--- src/rtl/irqpr_defines.vh ---
// irqpr_defines.vh: register map, field positions and reset values of the
// interrupt request and priority register block.
// assumes inclusion by bare name from the rtl files.
`ifndef IRQPR_DEFINES_VH
`define IRQPR_DEFINES_VH

// printed offsets are register indices; byte address is four times the index
`define IRQPR_IDX_G0_EN_HI 12'h0fc1
`define IRQPR_IDX_G0_EN_LO 12'h0fc2
`define IRQPR_IDX_G1_PEND 12'h0fc3
`define IRQPR_IDX_G2_PEND 12'h0fc6
`define IRQPR_IDX_IRQ_STAT 12'h0fd0
`define IRQPR_IDX_IRQ_MASK 12'h0fd1
`define IRQPR_IDX_CTRL 12'h0fd2
`define IRQPR_IDX_VECT 12'h0fd3

// writable bits of the group-0 enable pair
`define IRQPR_G0_EN_WMASK 8'h79
// group-2 pending bits that exist
`define IRQPR_G2_PEND_WMASK 8'h0f
`define IRQPR_RST_BYTE 8'h00
`define IRQPR_RST_WORD 32'h0000_0000

// group-0 enable field positions
`define IRQPR_BIT_TIMER1 3'd6
`define IRQPR_BIT_TIMER0 3'd5
`define IRQPR_BIT_SERIAL_RX 3'd4
`define IRQPR_BIT_SERIAL_TX 3'd3
`define IRQPR_BIT_CONVERTER 3'd0

// priority levels of an enable pair
`define IRQPR_LVL_OFF 2'd0
`define IRQPR_LVL_1 2'd1
`define IRQPR_LVL_2 2'd2
`define IRQPR_LVL_3 2'd3

// interrupt status bits
`define IRQPR_ST_G1 0
`define IRQPR_ST_G2 1
`define IRQPR_ST_VEC 2
`define IRQPR_ST_W 3

`endif

--- src/rtl/irqpr_regs.v ---
// irqpr_regs.v: pending-request registers for port A/comparator and port C
// sources, and the group-0 enable/priority pair, behind an APB slave.
// assumes request pulses and ack come from logic on clk_sys.
//
// Functional notes
// - a port A or comparator request sets its group-1 pending bit
// - a port C request sets its group-2 pending bit
// - global enable and CTRL bit 0 on: pending group-1/2 requests go to cpu as vectors
// - group-1 bit 7 is pin 7, bit 6 is pin 6 or comparator
// - group-1 bits 5..0 are port A pins 5..0
// - group-2 bits 3..0 are port C pins 3..0
// - each group-0 source has a high and low enable bit, same position
// - pair: 00 off, low only level 1, high only level 2, both level 3
// - enable bit 6 timer1, 5 timer0, 4 rx, 3 tx, 0 converter
// - low enable bits 7 and 2..1 are read-only zero
// - cpu acknowledge or written zero clears a pending bit
// - written one raises a pending bit; acknowledge clears it
// - each request is a one-cycle pulse latched into its pending bit
`timescale 1ns/1ps
`default_nettype none
`include "irqpr_defines.vh"
module irqpr_regs
#(
    parameter G1_W = 8,
    parameter G2_W = 4
)
(
    input wire clk_sys,
    input wire rst_b,
    input wire psel,
    input wire penable,
    input wire pwrite,
    input wire [15:0] paddr,
    input wire [31:0] pwdata,
    output reg [31:0] prdata,
    output wire pready,
    output wire pslverr,
    input wire [G1_W-1:0] porta_req,
    input wire [G2_W-1:0] portc_req,
    input wire global_interrupt_enable,
    input wire vec_ack,
    output reg vec_req_q,
    output reg [3:0] vec_src_q,
    output reg [1:0] vec_level_q,
    output wire [7:0] group0_level_timer1,
    output wire irq_out
);
    wire [13:0] widx;
    wire wr_en;
    wire rd_en;
    wire hit;
    wire [G1_W-1:0] g1_pend;
    wire [G2_W-1:0] g2_pend;
    wire [G1_W-1:0] g1_ack;
    wire [G2_W-1:0] g2_ack;
    wire wr_g1;
    wire wr_g2;
    reg [7:0] group0_enable_high_q;
    reg [7:0] group0_enable_low_q;
    reg [`IRQPR_ST_W-1:0] stat_q;
    reg [`IRQPR_ST_W-1:0] stat_d;
    reg [`IRQPR_ST_W-1:0] mask_q;
    reg vec_en_q;
    reg [31:0] rd_mux;
    reg found;
    reg [3:0] pick_src;
    integer i;

    assign widx = paddr[15:2];
    assign wr_en = psel & penable & pwrite;
    assign rd_en = psel & penable & ~pwrite;
    assign pready = 1'b1;
    assign hit = (widx == `IRQPR_IDX_G0_EN_HI) | (widx == `IRQPR_IDX_G0_EN_LO)
        | (widx == `IRQPR_IDX_G1_PEND) | (widx == `IRQPR_IDX_G2_PEND)
        | (widx == `IRQPR_IDX_IRQ_STAT) | (widx == `IRQPR_IDX_IRQ_MASK)
        | (widx == `IRQPR_IDX_CTRL) | (widx == `IRQPR_IDX_VECT);
    assign pslverr = psel & penable & ~hit;
    assign wr_g1 = wr_en & (widx == `IRQPR_IDX_G1_PEND);
    assign wr_g2 = wr_en & (widx == `IRQPR_IDX_G2_PEND);

    // pending flags, one per source
    genvar g;
    generate
        for (g = 0; g < G1_W; g = g + 1)
        begin : g1_bits
            assign g1_ack[g] = vec_ack & vec_req_q & ~vec_src_q[3]
                & (vec_src_q[2:0] == g);
            irqpr_pend_bit u_bit
            (
                .clk_sys(clk_sys),
                .rst_b(rst_b),
                .hw_set(porta_req[g]),
                .sw_wr(wr_g1),
                .sw_val(pwdata[g]),
                .ack(g1_ack[g]),
                .pend_q(g1_pend[g])
            );
        end
        for (g = 0; g < G2_W; g = g + 1)
        begin : g2_bits
            assign g2_ack[g] = vec_ack & vec_req_q & vec_src_q[3]
                & (vec_src_q[2:0] == g);
            irqpr_pend_bit u_bit
            (
                .clk_sys(clk_sys),
                .rst_b(rst_b),
                .hw_set(portc_req[g]),
                .sw_wr(wr_g2), // upper bits simply do not exist
                .sw_val(pwdata[g]),
                .ack(g2_ack[g]),
                .pend_q(g2_pend[g])
            );
        end
    endgenerate

    // group-0 enable pair and control registers
    always @(posedge clk_sys)
    begin
        if (!rst_b)
        begin
            group0_enable_high_q <= `IRQPR_RST_BYTE;
            group0_enable_low_q <= `IRQPR_RST_BYTE;
            mask_q <= {`IRQPR_ST_W{1'b0}};
            vec_en_q <= 1'b0;
        end
        else if (wr_en)
        begin
            case (widx)
                `IRQPR_IDX_G0_EN_HI: group0_enable_high_q <= pwdata[7:0] & `IRQPR_G0_EN_WMASK;
                `IRQPR_IDX_G0_EN_LO: group0_enable_low_q <= pwdata[7:0] & `IRQPR_G0_EN_WMASK;
                `IRQPR_IDX_IRQ_MASK: mask_q <= pwdata[`IRQPR_ST_W-1:0];
                `IRQPR_IDX_CTRL: vec_en_q <= pwdata[0];
                default: vec_en_q <= vec_en_q;
            endcase
        end
    end

    // timer1 pair decoded as a level for the core's arbiter
    assign group0_level_timer1 = {6'h00,
        group0_enable_high_q[`IRQPR_BIT_TIMER1], group0_enable_low_q[`IRQPR_BIT_TIMER1]};

    // lowest numbered pending source in groups 1 then 2
    always @*
    begin
        found = 1'b0;
        pick_src = 4'h0;
        for (i = G1_W - 1; i >= 0; i = i - 1)
        begin
            if (g1_pend[i])
            begin
                found = 1'b1;
                pick_src = {1'b0, i[2:0]};
            end
        end
        if (!found)
        begin
            for (i = G2_W - 1; i >= 0; i = i - 1)
            begin
                if (g2_pend[i])
                begin
                    found = 1'b1;
                    pick_src = {1'b1, i[2:0]};
                end
            end
        end
    end

    // vector request held until acknowledged
    always @(posedge clk_sys)
    begin
        if (!rst_b)
        begin
            vec_req_q <= 1'b0;
            vec_src_q <= 4'h0;
            vec_level_q <= `IRQPR_LVL_OFF;
        end
        else if (vec_req_q)
        begin
            if (vec_ack)
                vec_req_q <= 1'b0;
        end
        // only while globally enabled; else pending bits stay for polling
        else if (global_interrupt_enable && vec_en_q && found)
        begin
            vec_req_q <= 1'b1;
            vec_src_q <= pick_src;
            vec_level_q <= `IRQPR_LVL_1;
        end
    end

    // sticky status, write one to clear, set wins
    always @*
    begin
        stat_d = stat_q;
        if (wr_en && widx == `IRQPR_IDX_IRQ_STAT)
            stat_d = stat_q & ~pwdata[`IRQPR_ST_W-1:0];
        if (|porta_req)
            stat_d[`IRQPR_ST_G1] = 1'b1;
        if (|portc_req)
            stat_d[`IRQPR_ST_G2] = 1'b1;
        if (vec_ack && vec_req_q)
            stat_d[`IRQPR_ST_VEC] = 1'b1;
    end

    always @(posedge clk_sys)
    begin
        if (!rst_b)
            stat_q <= {`IRQPR_ST_W{1'b0}};
        else
            stat_q <= stat_d;
    end

    assign irq_out = |(stat_q & mask_q);

    always @*
    begin
        case (widx)
            `IRQPR_IDX_G0_EN_HI: rd_mux = {24'h00_0000, group0_enable_high_q};
            `IRQPR_IDX_G0_EN_LO: rd_mux = {24'h00_0000, group0_enable_low_q};
            `IRQPR_IDX_G1_PEND: rd_mux = {{(32-G1_W){1'b0}}, g1_pend};
            `IRQPR_IDX_G2_PEND: rd_mux = {{(32-G2_W){1'b0}}, g2_pend};
            `IRQPR_IDX_IRQ_STAT: rd_mux = {{(32-`IRQPR_ST_W){1'b0}}, stat_q};
            `IRQPR_IDX_IRQ_MASK: rd_mux = {{(32-`IRQPR_ST_W){1'b0}}, mask_q};
            `IRQPR_IDX_CTRL: rd_mux = {31'h0000_0000, vec_en_q};
            `IRQPR_IDX_VECT: rd_mux = {24'h00_0000, vec_req_q, 1'b0, vec_level_q, vec_src_q};
            default: rd_mux = `IRQPR_RST_WORD;
        endcase
    end

    // read data registered at setup so it is valid in the access cycle
    always @(posedge clk_sys)
    begin
        if (!rst_b)
            prdata <= `IRQPR_RST_WORD;
        else if (psel && !penable && !pwrite)
            prdata <= rd_mux;
    end

    wire unused_rd;
    assign unused_rd = rd_en;
endmodule
`default_nettype wire

--- src/rtl/irqpr_pend_bit.v ---
// irqpr_pend_bit.v: one pending-request flag with hardware set, software
// write and cpu acknowledge.
// assumes request and ack are single-cycle pulses on clk_sys.
`timescale 1ns/1ps
`default_nettype none
module irqpr_pend_bit
(
    input wire clk_sys,
    input wire rst_b,
    input wire hw_set,
    input wire sw_wr,
    input wire sw_val,
    input wire ack,
    output reg pend_q
);
    reg pend_d;

    always @*
    begin
        pend_d = pend_q;
        if (ack)
            pend_d = 1'b0;
        if (sw_wr)
            pend_d = sw_val;
        // hardware request beats clear and ack so nothing is lost
        if (hw_set)
            pend_d = 1'b1;
    end

    always @(posedge clk_sys)
    begin
        if (!rst_b)
            pend_q <= 1'b0;
        else
            pend_q <= pend_d;
    end
endmodule
`default_nettype wire

--- config.mk ---
export PLATFORM = sky130hd
export DESIGN_NAME = irqpr_regs
export DESIGN_NICKNAME = d
export VERILOG_FILES = /design/src/rtl/irqpr_regs.v /design/src/rtl/irqpr_pend_bit.v
export VERILOG_INCLUDE_DIRS = /design/src /design/src/rtl
export SDC_FILE = /design/constraint.sdc
export NUM_CORES = 1
export LEC_CHECK = 0
export ABC_AREA = 1
export BUFFER_PORTS_ARGS = -buffer_cell sky130_fd_sc_hd__buf_2
export CELL_PAD_IN_SITES_DETAIL_PLACEMENT = 0
export CELL_PAD_IN_SITES_GLOBAL_PLACEMENT = 1
export CORE_ASPECT_RATIO = 1.2
export CORE_UTILIZATION = 35
export CTS_CLUSTER_DIAMETER = 100
export CTS_CLUSTER_SIZE = 14
export DETAILED_ROUTE_END_ITERATION = 6
export HOLD_SLACK_MARGIN = 0.03
export PLACE_DENSITY_LB_ADDON = 0.1
export SLEW_MARGIN = 5
export SYNTH_ARGS = -nofsm -noshare
export SYNTH_HDL_FRONTEND = slang
export SYNTH_SLANG_ARGS = --single-unit
--- constraint.sdc ---
create_clock -name clk_sys -period 2.7 [get_ports clk_sys]
set_clock_uncertainty 0.05 [all_clocks]
set_input_delay 0.54 -clock clk_sys [delete_from_list [all_inputs] [get_ports clk_sys]]
set_output_delay 0.54 -clock clk_sys [all_outputs]
set_load 0.005 [all_outputs]
# Word-level counts from Yosys, hierarchy flattened
# Cells that the tools add are included.
# op_classes
n_eq_ne	15
muxes	70
bitwise_logic	33
n_reduce_logical	32
# op_table
cell	n
equality test 14 x 12 -> 1 bit, second input constant	8
case mux 8 bit (8 select lines)	1
two-way mux 1 bit	55
two-way mux 4 bit	12
nonzero test 3 bit	12
bitwise AND 1 bit	20
equality test 3 bit, second input constant	4
AND reduction 2 bit	5
OR reduction 8 bit	1
OR 1 bit	7
bitwise AND 3 bit	2
equality test 3 x 2 -> 1 bit, second input constant	2
logical AND 1 bit	6
two-way mux 3 bit	2
nonzero test 2 bit	3
OR reduction 4 bit	1
equality test 3 x 1 -> 1 bit, second input constant	1
logical NOT 3 bit	1
inverter 1 bit	3
inverter 3 bit	1
OR reduction 3 bit	1
logical NOT 1 bit	2
# totals
regBits	67
inputBits	67
out_inout_bits	50

# Logic depth before layout (Yosys ltp)
# Gate-level depths: netlist of run 1.
# logic_depth
ltp_word	13
depth_mapped	11
depth_no_buf	10

# By module
# Synthesis of run 1 repeated with hierarchy kept, for this count alone.
# unflattened
cells_unflattened	433
hier_area_um2	2810.2
# modules_own_cells
module	instances	cells_per_inst	area_each_um2	seq_area_each_um2
irqpr_regs	1	349	2254.7	620.6
irqpr_pend_bit	12	7	46.3	20.0

# Worst setup path after synthesis of run 1
# OpenSTA, ideal clock, no wires.
# synth_timing
path_type	input-to-output
startpoint	input port paddr[13]
endpoint	output port pslverr
arrival_ns	1.380
path_slack_ns	0.730
stages	9
path_buffers	2
path_cell_list	nand2_1 -> inv_1 -> nand2_1 -> nor2_2 -> buf_6 -> buf_6 -> nand2_1 -> nand4_1 -> nor3_1
# synth_via
elab_chain_cells	10
# synth_lines
element	line	source
start, declared	irqpr_regs.v:33	input wire [15:0] paddr,
equality test 14 x 12 -> 1 bit	-	
OR 1 bit (6 in a row)	irqpr_regs.v:73	assign hit = (widx == `IRQPR_IDX_G0_EN_HI) | (widx == `IRQPR_IDX_G0_EN_LO)
OR 1 bit (*)	irqpr_regs.v:73	
inverter 1 bit (*)	irqpr_regs.v:77	assign pslverr = psel & penable & ~hit;
bitwise AND 1 bit (*)	irqpr_regs.v:77	
end, declared	irqpr_regs.v:37	output wire pslverr,
# Every way passes the cells marked *; elsewhere a longest branch is shown, timed or not.

# Worst setup path after layout of run 1
# layout_timing
startpoint	input port paddr[15]
endpoint	output port pslverr
# Same word-level chain as after synthesis.

==> results of run 1 <==
==> layer usage <==
layer	up-vias	track usage, %	wire (um)
met1	1213	26.3	3510
li1	1388	-	-
met3	10	3.27	248
met4	0	5.26	128
met2	63	34.8	3860
met5	-	0	0
==> power by group <==
group	total, uW	leakage (uW)	switching [uW]	internal (uW)
Combinational	149	0.000975	96.8	52.1
Sequential	662	0.000351	13.8	648
Clock	412	0.0000412	231	181
==> kinds of logic (layout without fill, tap and decap cells) <==
kind of cell | after synthesis | after routing | synth area share (%)
simple gates | 187 | 187 | 35.2
compound gates | 85 | 85 | 16.3
buf+inv | 79 | 108 | 16.5
flops | 43 | 43 | 31.8
other cells | 2 | 32 | 0.277
==> cell usage in the layout (no fill, tap or decap), drive strengths merged, types with 2 or more instances in the layout <==
cell    count
o211ai      2
buf        64
nand2      61
a21oi      52
clkinv      2
o21ai      26
inv        35
nor4        2
nor3        8
conb       32
clkbuf      6
nand3      49
dfxtp      43
nand4      18
a31oi       3
nor2       47
==> critical path, cell delays in order <==
cell and delay (ps):
buf_2 90, nor2_1 90, nand2_1 100, nor2_2 400, nand2_1 180, nand4_1 150
nor3_1 60, buf_2 120
==> Yosys cell counts <==
master,n,share of area [%]
buf_6,3,1.2
buf_2,1,0.18
nand2_2,4,0.92
nor3_4,2,1.2
nor2_2,13,3.0
clkinv_1,1,0.14
o21ai_1,3,0.55
nor4_1,2,0.46
nor2_4,5,2.1
a21oi_1,52,9.6
o211ai_1,2,0.55
inv_1,33,4.6
nand2_1,57,7.9
nor3_1,5,0.92
o211a_1,1,0.37
buf_4,34,9.4
a31oi_1,3,0.69
o22ai_1,1,0.23
nor3_2,1,0.37
conb_1,2,0.28
clkbuf_1,4,0.55
buf_1,1,0.14
nand3_1,47,8.7
dfxtp_1,43,32
inv_2,2,0.28
or2_2,1,0.23
nor2_1,29,4.0
o21ai_0,23,4.2
nand3_2,2,0.74
nand4_1,17,3.9
nand4_2,1,0.46
nor3b_1,1,0.28
==> metrics by stage <==
stage	utilization, %	total power (uW)
floorplan	-	792
global placement	40.2	825
detailed placement	40.2	826
CTS	41.3	1240
global route	41.3	1290
finish	41.3	1220
==> path summary, 6_finish.rpt <==
kind | startpoint | end | depth (start not counted)
worst max register to register | g1_bits[6].u_bit.pend_q | vec_src_q[1] | 6
worst min register to register | group0_enable_low_q[4] | group0_enable_low_q[4] | 2
worst max-delay path | paddr[15] | pslverr | 8
worst min-delay path | group0_enable_low_q[4] | group0_enable_low_q[4] | 2
==> cell type report <==
type | count | area share, %
inverters | 36 | 4.44
repair buffers | 64 | 11.0
well taps | 90 | 3.70
clock inverters | 2 | 0.411
flip-flops and latches | 43 | 28.3
multi-input cells | 304 | 49.8
clock buffers | 6 | 2.38
==> state kept, by name (all words and copies together) (netlist names) <==
name / flops
group0_enable_high_q: 5
prdata: 8
vec_src_q: 4
g1_bits.u_bit.pend_q: 8
vec_en_q: 1
vec_level_q: 1
g2_bits.u_bit.pend_q: 4
stat_q: 3
mask_q: 3
vec_req_q: 1
group0_enable_low_q: 5
==> metrics, run 1 <==
synth unique cells=32; total die area=between 8000 and 9000 sq um; DIE WIDTH=~82 um; clock latency on the worst-skew pair=300 ps; Max Slew Vio Count=0; worst endpoint data arrival time=around 1700 ps; total CTS buffers=5; leakage power=roughly 0.0014 uW; initial core utilization=between 30 and 40%; TritonRoute pass-1 iters=4; number of antenna diodes=0; Clock Tree Buf Depth=2; Finished Cell Area=3040 sq um; antenna violations before repair=0; #FFs+latches synth=43; final WL=around 7.7 mm; GP Congestion=0.839; Max Cap Viol=0; worst slack, placed=~410 ps; Avg Vias per Cell=4.91; CTS tree=yes; ANT nets after route=0; clock root buffer=clkbuf_8; status=completed; Initial DRC Count=between 100 and 150; Rel. slew slack=a little under three fifths; CTS clk-pin slew, worst paths=~90 ps; Worst Path Required=2110 ps; FF+latch area=approximately 860 sq um; Top-Level Pins=117; Fillers=between 800 and 900; FP Rows=34; nets@finish=between 500 and 600; final non-filler cell total=between 500 and 600; cell area after synthesis=about 2700 sq um; Post-CTS Setup Inserts=0; largest net degree at the start of global routing=27; CTS Hold Buffers Added=0; Reg2Reg Setup Slack=1140 ps; Seq/Total Area, Yosys=a little under a third; Placed Area=around 3000 sq um; post-CTS resize count=0; Final Cycle Share=a little under nine tenths; # DRC=0; Placed Cells=~540; Synth-to-Final Area Change=12.3%; setup TNS=0 ps; CP Launch Type=primary input; Die Y=98.4 um; Avg WL per Cell=about 14 um; vias in the first global route=about 2500; first-pass GRT wire length=about 12 mm; H-tree depth=2; endpoint type of the worst setup path=primary output; Max VDD drop=0.000216 V; worst min path class=reg2reg; worst hold slack=roughly 400 ps; remaining global-route overflow=0; RSZ-0062 raised after global routing=false; PD cells=402 nW/um^2; share of layout cells above drive strength 1=22.4%; Core ar.=between 7000 and 8000 sq um; minimum clock period=roughly 2300 ps; Post-Syn Instances=around 400; final setup fails=0; hpwl dp=about 6.1 mm; via count=~2700; I/O Buffers=58; final count of hold timing violations=0; crit path kind=in2out; Worst Path Max Fanout=11; synthesized area per cell=6.84 sq um; Global Route Usage Sum=between 20% and 30%; Clock Sinks=43; multi-input logic area=1510 sq um; Worst Setup Slack, final=between 300 and 400 ps; Yosys warnings=0; Peak Freq=around 0.43 GHz; worst-margin pin slew=655 ps
Note: power is estimated with default switching activity, not from simulation.
==> inputs of run 2 (changes only) <==
clock period = 2.71 ns   (was 2.7 ns; I/O delays follow)
==> metrics, run 2 (same netlist as run 1, synthesis figures left out) <==
setup TNS=0 ps; final setup fails=0; remaining global-route overflow=0; Synth-to-Final Area Change=12.3%; most frequent cells in the layout=buf_2 (58), nand2_1 (57), a21oi_1 (52); Peak Freq=about 0.44 GHz; H-tree depth=2; final non-filler cell total=approximately 550; worst min path class=reg2reg; Die Y=approximately 98 um; Core ar.=approximately 7400 sq um; met3 WL post-DR=245 um; TritonRoute pass-1 iters=4; FP Rows=34; total die area=about 8100 sq um; GP Congestion=roughly 0.84; CTS clk-pin slew, worst paths=90 ps; via count=2681; minimum clock period=2290 ps; I/O Buffers=between 50 and 60; Largest regs=g1_bits.u_bit.pend_q x8, prdata x8; met2 routed WL=roughly 3.8 mm; Top-Level Pins=around 120; CP Launch Type=primary input; Hold Path Cell Cnt=2; initial core utilization=a little under two fifths; RSZ-0062 raised after global routing=false; worst-margin pin slew=approximately 730 ps; largest net degree at the start of global routing=27; Global Route Usage Sum=between 20% and 30%; status=completed; number of antenna diodes=0; Hold Path Origin=group0_enable_low_q[4]; antenna violations before repair=0; Finished Cell Area=approximately 3000 sq um; Clock Tree Buf Depth=2; Avg WL per Cell=around 14 um; Avg Vias per Cell=between 4 and 5; clock root buffer=clkbuf_8; # DRC=0; Max VDD drop=between 0.0002 and 0.00025 V; clock latency on the worst-skew pair=roughly 300 ps; worst reg2reg endpoint=vec_src_q[0]; share of layout cells above drive strength 1=~22%; endpoint type of the worst setup path=primary output; Max Cap Viol=0; Worst Path Required=approximately 2100 ps; vias in the first global route=around 2600; first-pass GRT wire length=~12 mm; CTS Hold Buffers Added=0; Clock Sinks=43; worst hold slack=roughly 400 ps; Reg2Reg Setup Slack=approximately 1100 ps; final count of hold timing violations=0; Hold Path End=group0_enable_low_q[4]; met1 WL=between 3 and 4 mm; Post-CTS Setup Inserts=0; Initial DRC Count=83; hpwl dp=6.08 mm; Placed Area=2960 sq um; nets@finish=roughly 520; DIE WIDTH=about 82 um; Placed Cells=about 540; FF-to-FF Start=g1_bits[6].u_bit.pend_q; PD cells=around 400 nW/um^2; commonest non-fill, non-tap cell in the layout=buf_2; ANT nets after route=0; leakage power=between 0.001 and 0.0015 uW; Top Layer Used=met4; Worst Path Max Fanout=11; Rel. slew slack=approximately half; CTS tree=yes; total CTS buffers=5; post-CTS resize count=0; worst endpoint data arrival time=between 1500 and 2000 ps; Setup crit start=paddr[15]; Worst R2R Path Depth=6; crit path kind=in2out; final WL=between 7 and 8 mm; Final Cycle Share=approximately 84%; Max Slew Vio Count=0
[run 2: cell counts in the layout (fill, tap and decap cells not counted)]
Identical to the previous run, type by type.
[run 2: final cells by class]
| type | count | area, sq um |
|---|---|---|
| Clock buffer | 6 | 72.6 |
| Clock inverter | 2 | 12.5 |
| Fill cell | 841 | 4320 |
| Inverter | 36 | 135 |
| Multi-Input combinational cell | 304 | 1510 |
| Sequential cell | 43 | 861 |
| Tap cell | 90 | 113 |
| Timing Repair Buffer | 64 | 335 |
[run 2: metrics by stage]
stage          total power (uW)  utilization [%]  setup slack [ps]
3_5_place_dp                822             40.2               419
3_3_place_gp                822             40.2               410
5_1_grt                    1290             41.3               343
4_1_cts                    1240             41.3               413
2_1_floorplan               789                -               736
6_report                   1220             41.3               421
[run 2: layer usage]
layer	vias up	global-route usage, %
met4	0	5.80
met3	8	3.27
met2	56	34.5
met5	-	0
li1	1386	-
met1	1231	26.2
[run 2: report_power, final]
part	leakage, uW	switching, uW	total [uW]	internal [uW]
Clock	0.0000412	234	415	181
Combinational	0.000975	96.6	149	51.9
Sequential	0.000351	13.5	659	646
[run 2: how the worst max path moves through the flow]
stage	end	slack, ps	cells after the start
after floorplan	pslverr	740	9
after global placement	pslverr	410	8
after detailed placement	pslverr	420	8
after CTS	pslverr	410	8
after global routing	pslverr	340	8
final	pslverr	420	8
[run 2: worst max-delay path, cell delays in order]
cell     delay [ps]
buf_2            90
nor2_1           90
nand2_1          90
nor2_2          380
nand2_1         180
nand4_1         140
nor3_1           60
buf_2           130
==> inputs of run 3 (changes only) <==
CORE_UTILIZATION = 32   (was 35)
clock period = 2.2 ns   (was 2.71 ns; I/O delays follow)
==> metrics, run 3 (same netlist as run 1, synthesis figures left out) <==
Avg WL per Cell=14.0 um; clock root buffer=clkbuf_8; Worst Path Max Fanout=28; ANT nets after route=0; Max Slew Vio Count=0; final setup fails=0; RSZ-0062 raised after global routing=false; FP Rows=36; slowest cell on the critical path=nor3_1; Setup crit start=paddr[13]; TritonRoute pass-1 iters=4; number of antenna diodes=0; Post-CTS Setup Inserts=0; hpwl dp=~6.4 mm; most frequent cells in the layout=buf_2 (58), nand2_1 (57), a21oi_1 (52); Rel. slew slack=between 60% and 70%; endpoint type of the worst setup path=primary output; clock latency on the worst-skew pair=between 300 and 400 ps; worst slack, placed=between 150 and 200 ps; CTS Hold Buffers Added=0; Peak Freq=approximately 0.5 GHz; Clock Tree Buf Depth=2; via count=about 2800; PD cells=roughly 520 nW/um^2; Hold Path Origin=pwdata[4]; Die Y=103 um; multi-input logic area=1510 sq um; worst endpoint data arrival time=around 1500 ps; # DRC=0; initial core utilization=between 30% and 40%; Avg Vias per Cell=a little under 5; minimum clock period=about 2000 ps; CTS clk-pin slew, worst paths=100 ps; first-pass GRT wire length=about 13 mm; Max VDD drop=0.000199 V; total CTS buffers=5; Initial DRC Count=between 100 and 150; Global Route Usage Sum=roughly a fifth; Final Util=roughly two fifths; remaining global-route overflow=0; Fillers=between 900 and 1000; Clock Sinks=43; Synth-to-Final Area Change=16.3%; FF+latch area=about 860 sq um; GP Congestion=~0.8; I/O Buffers=58; Largest regs=g1_bits.u_bit.pend_q x8, prdata x8; CTS tree=yes; worst min path class=in2reg; leakage power=approximately 0.0014 uW; Worst Setup Slack, final=roughly 200 ps; worst hold slack=347 ps; CP max stage delay=170 ps; commonest non-fill, non-tap cell in the layout=buf_2; Top-Level Pins=around 120; share of layout cells above drive strength 1=between 20% and 30%; H-tree depth=2; DIE WIDTH=86.0 um; status=completed; crit path kind=in2out; antenna violations before repair=0; final count of hold timing violations=0; cell mode on critical path=nand2_1; largest net degree at the start of global routing=29; vias in the first global route=roughly 2600; Critical Path, Cell by Cell=buf_2 > nand2_1 > inv_1 > nand2_1 > nor2_2 > buf_12 > nand2_1 > nand4_1 > nor3_1 > buf_2; nets@finish=approximately 530; total die area=8840 sq um; Final Cycle Share=about nine tenths; Core ar.=8150 sq um; CP Launch Type=primary input; Power Total=1640 uW; FF-to-FF Start=g1_bits[6].u_bit.pend_q; final WL=8.06 mm; worst-margin pin slew=~540 ps; Worst Path Required=~1700 ps; post-CTS resize count=0; Max Cap Viol=0; setup TNS=0 ps
[run 3: cell types whose count changed in the layout (fill, tap and decap cells not counted)]
| cell | change |
|---|---|
| buf_12 | +1 |
| clkinv_4 | +1 |
| bufinv_16 | +1 |
| buf_4 | +4 |
| clkbuf_1 | -1 |
| clkinvlp_4 | -1 |
[run 3: area by class of cell]
class	instances	share of cell area (%)
Clock buffer	5	2.18
Clock inverter	3	1.39
Inverter	36	4.29
Multi-Input combinational cell	304	48.1
Sequential cell	43	27.3
Tap cell	114	4.53
Timing Repair Buffer	69	12.2
[run 3: path summary, 6_finish.rpt]
kind	depth (start not counted)	slack (ps)	to
setup reg to reg	6	630	vec_src_q[0]
setup / recovery	10	200	pslverr
hold / removal	3	350	group0_enable_high_q[4]
hold reg to reg	2	400	group0_enable_low_q[0]
[run 3: power breakdown]
part	switching, uW	internal, uW
registers	17.2	796
clock network	304	339
logic	119	65.8
total	440	1200
[run 3: critical path: cells and delay by family]
kind,cells,cell delay (ps)
and+or+nand+nor,6,630
buffers and inverters,4,430
[run 3: through the flow]
stage / cell area [sq um] / instances
4_1_cts: 3150 / 574
6_report: 3150 / 574
5_1_grt: 3150 / 574
3_3_place_gp: 3040 / 566
3_5_place_dp: 3040 / 566
2_1_floorplan: 2820 / 426
[run 3: metal layers]
metal / routed length [um] / vias up / GRT usage [%]
met5: 0 / - / 0
met4: 131 / 0 / 5.90
met1: 3420 / 1299 / 24.6
met3: 383 / 10 / 2.72
li1: - / 1396 / -
met2: 4120 / 78 / 33.9
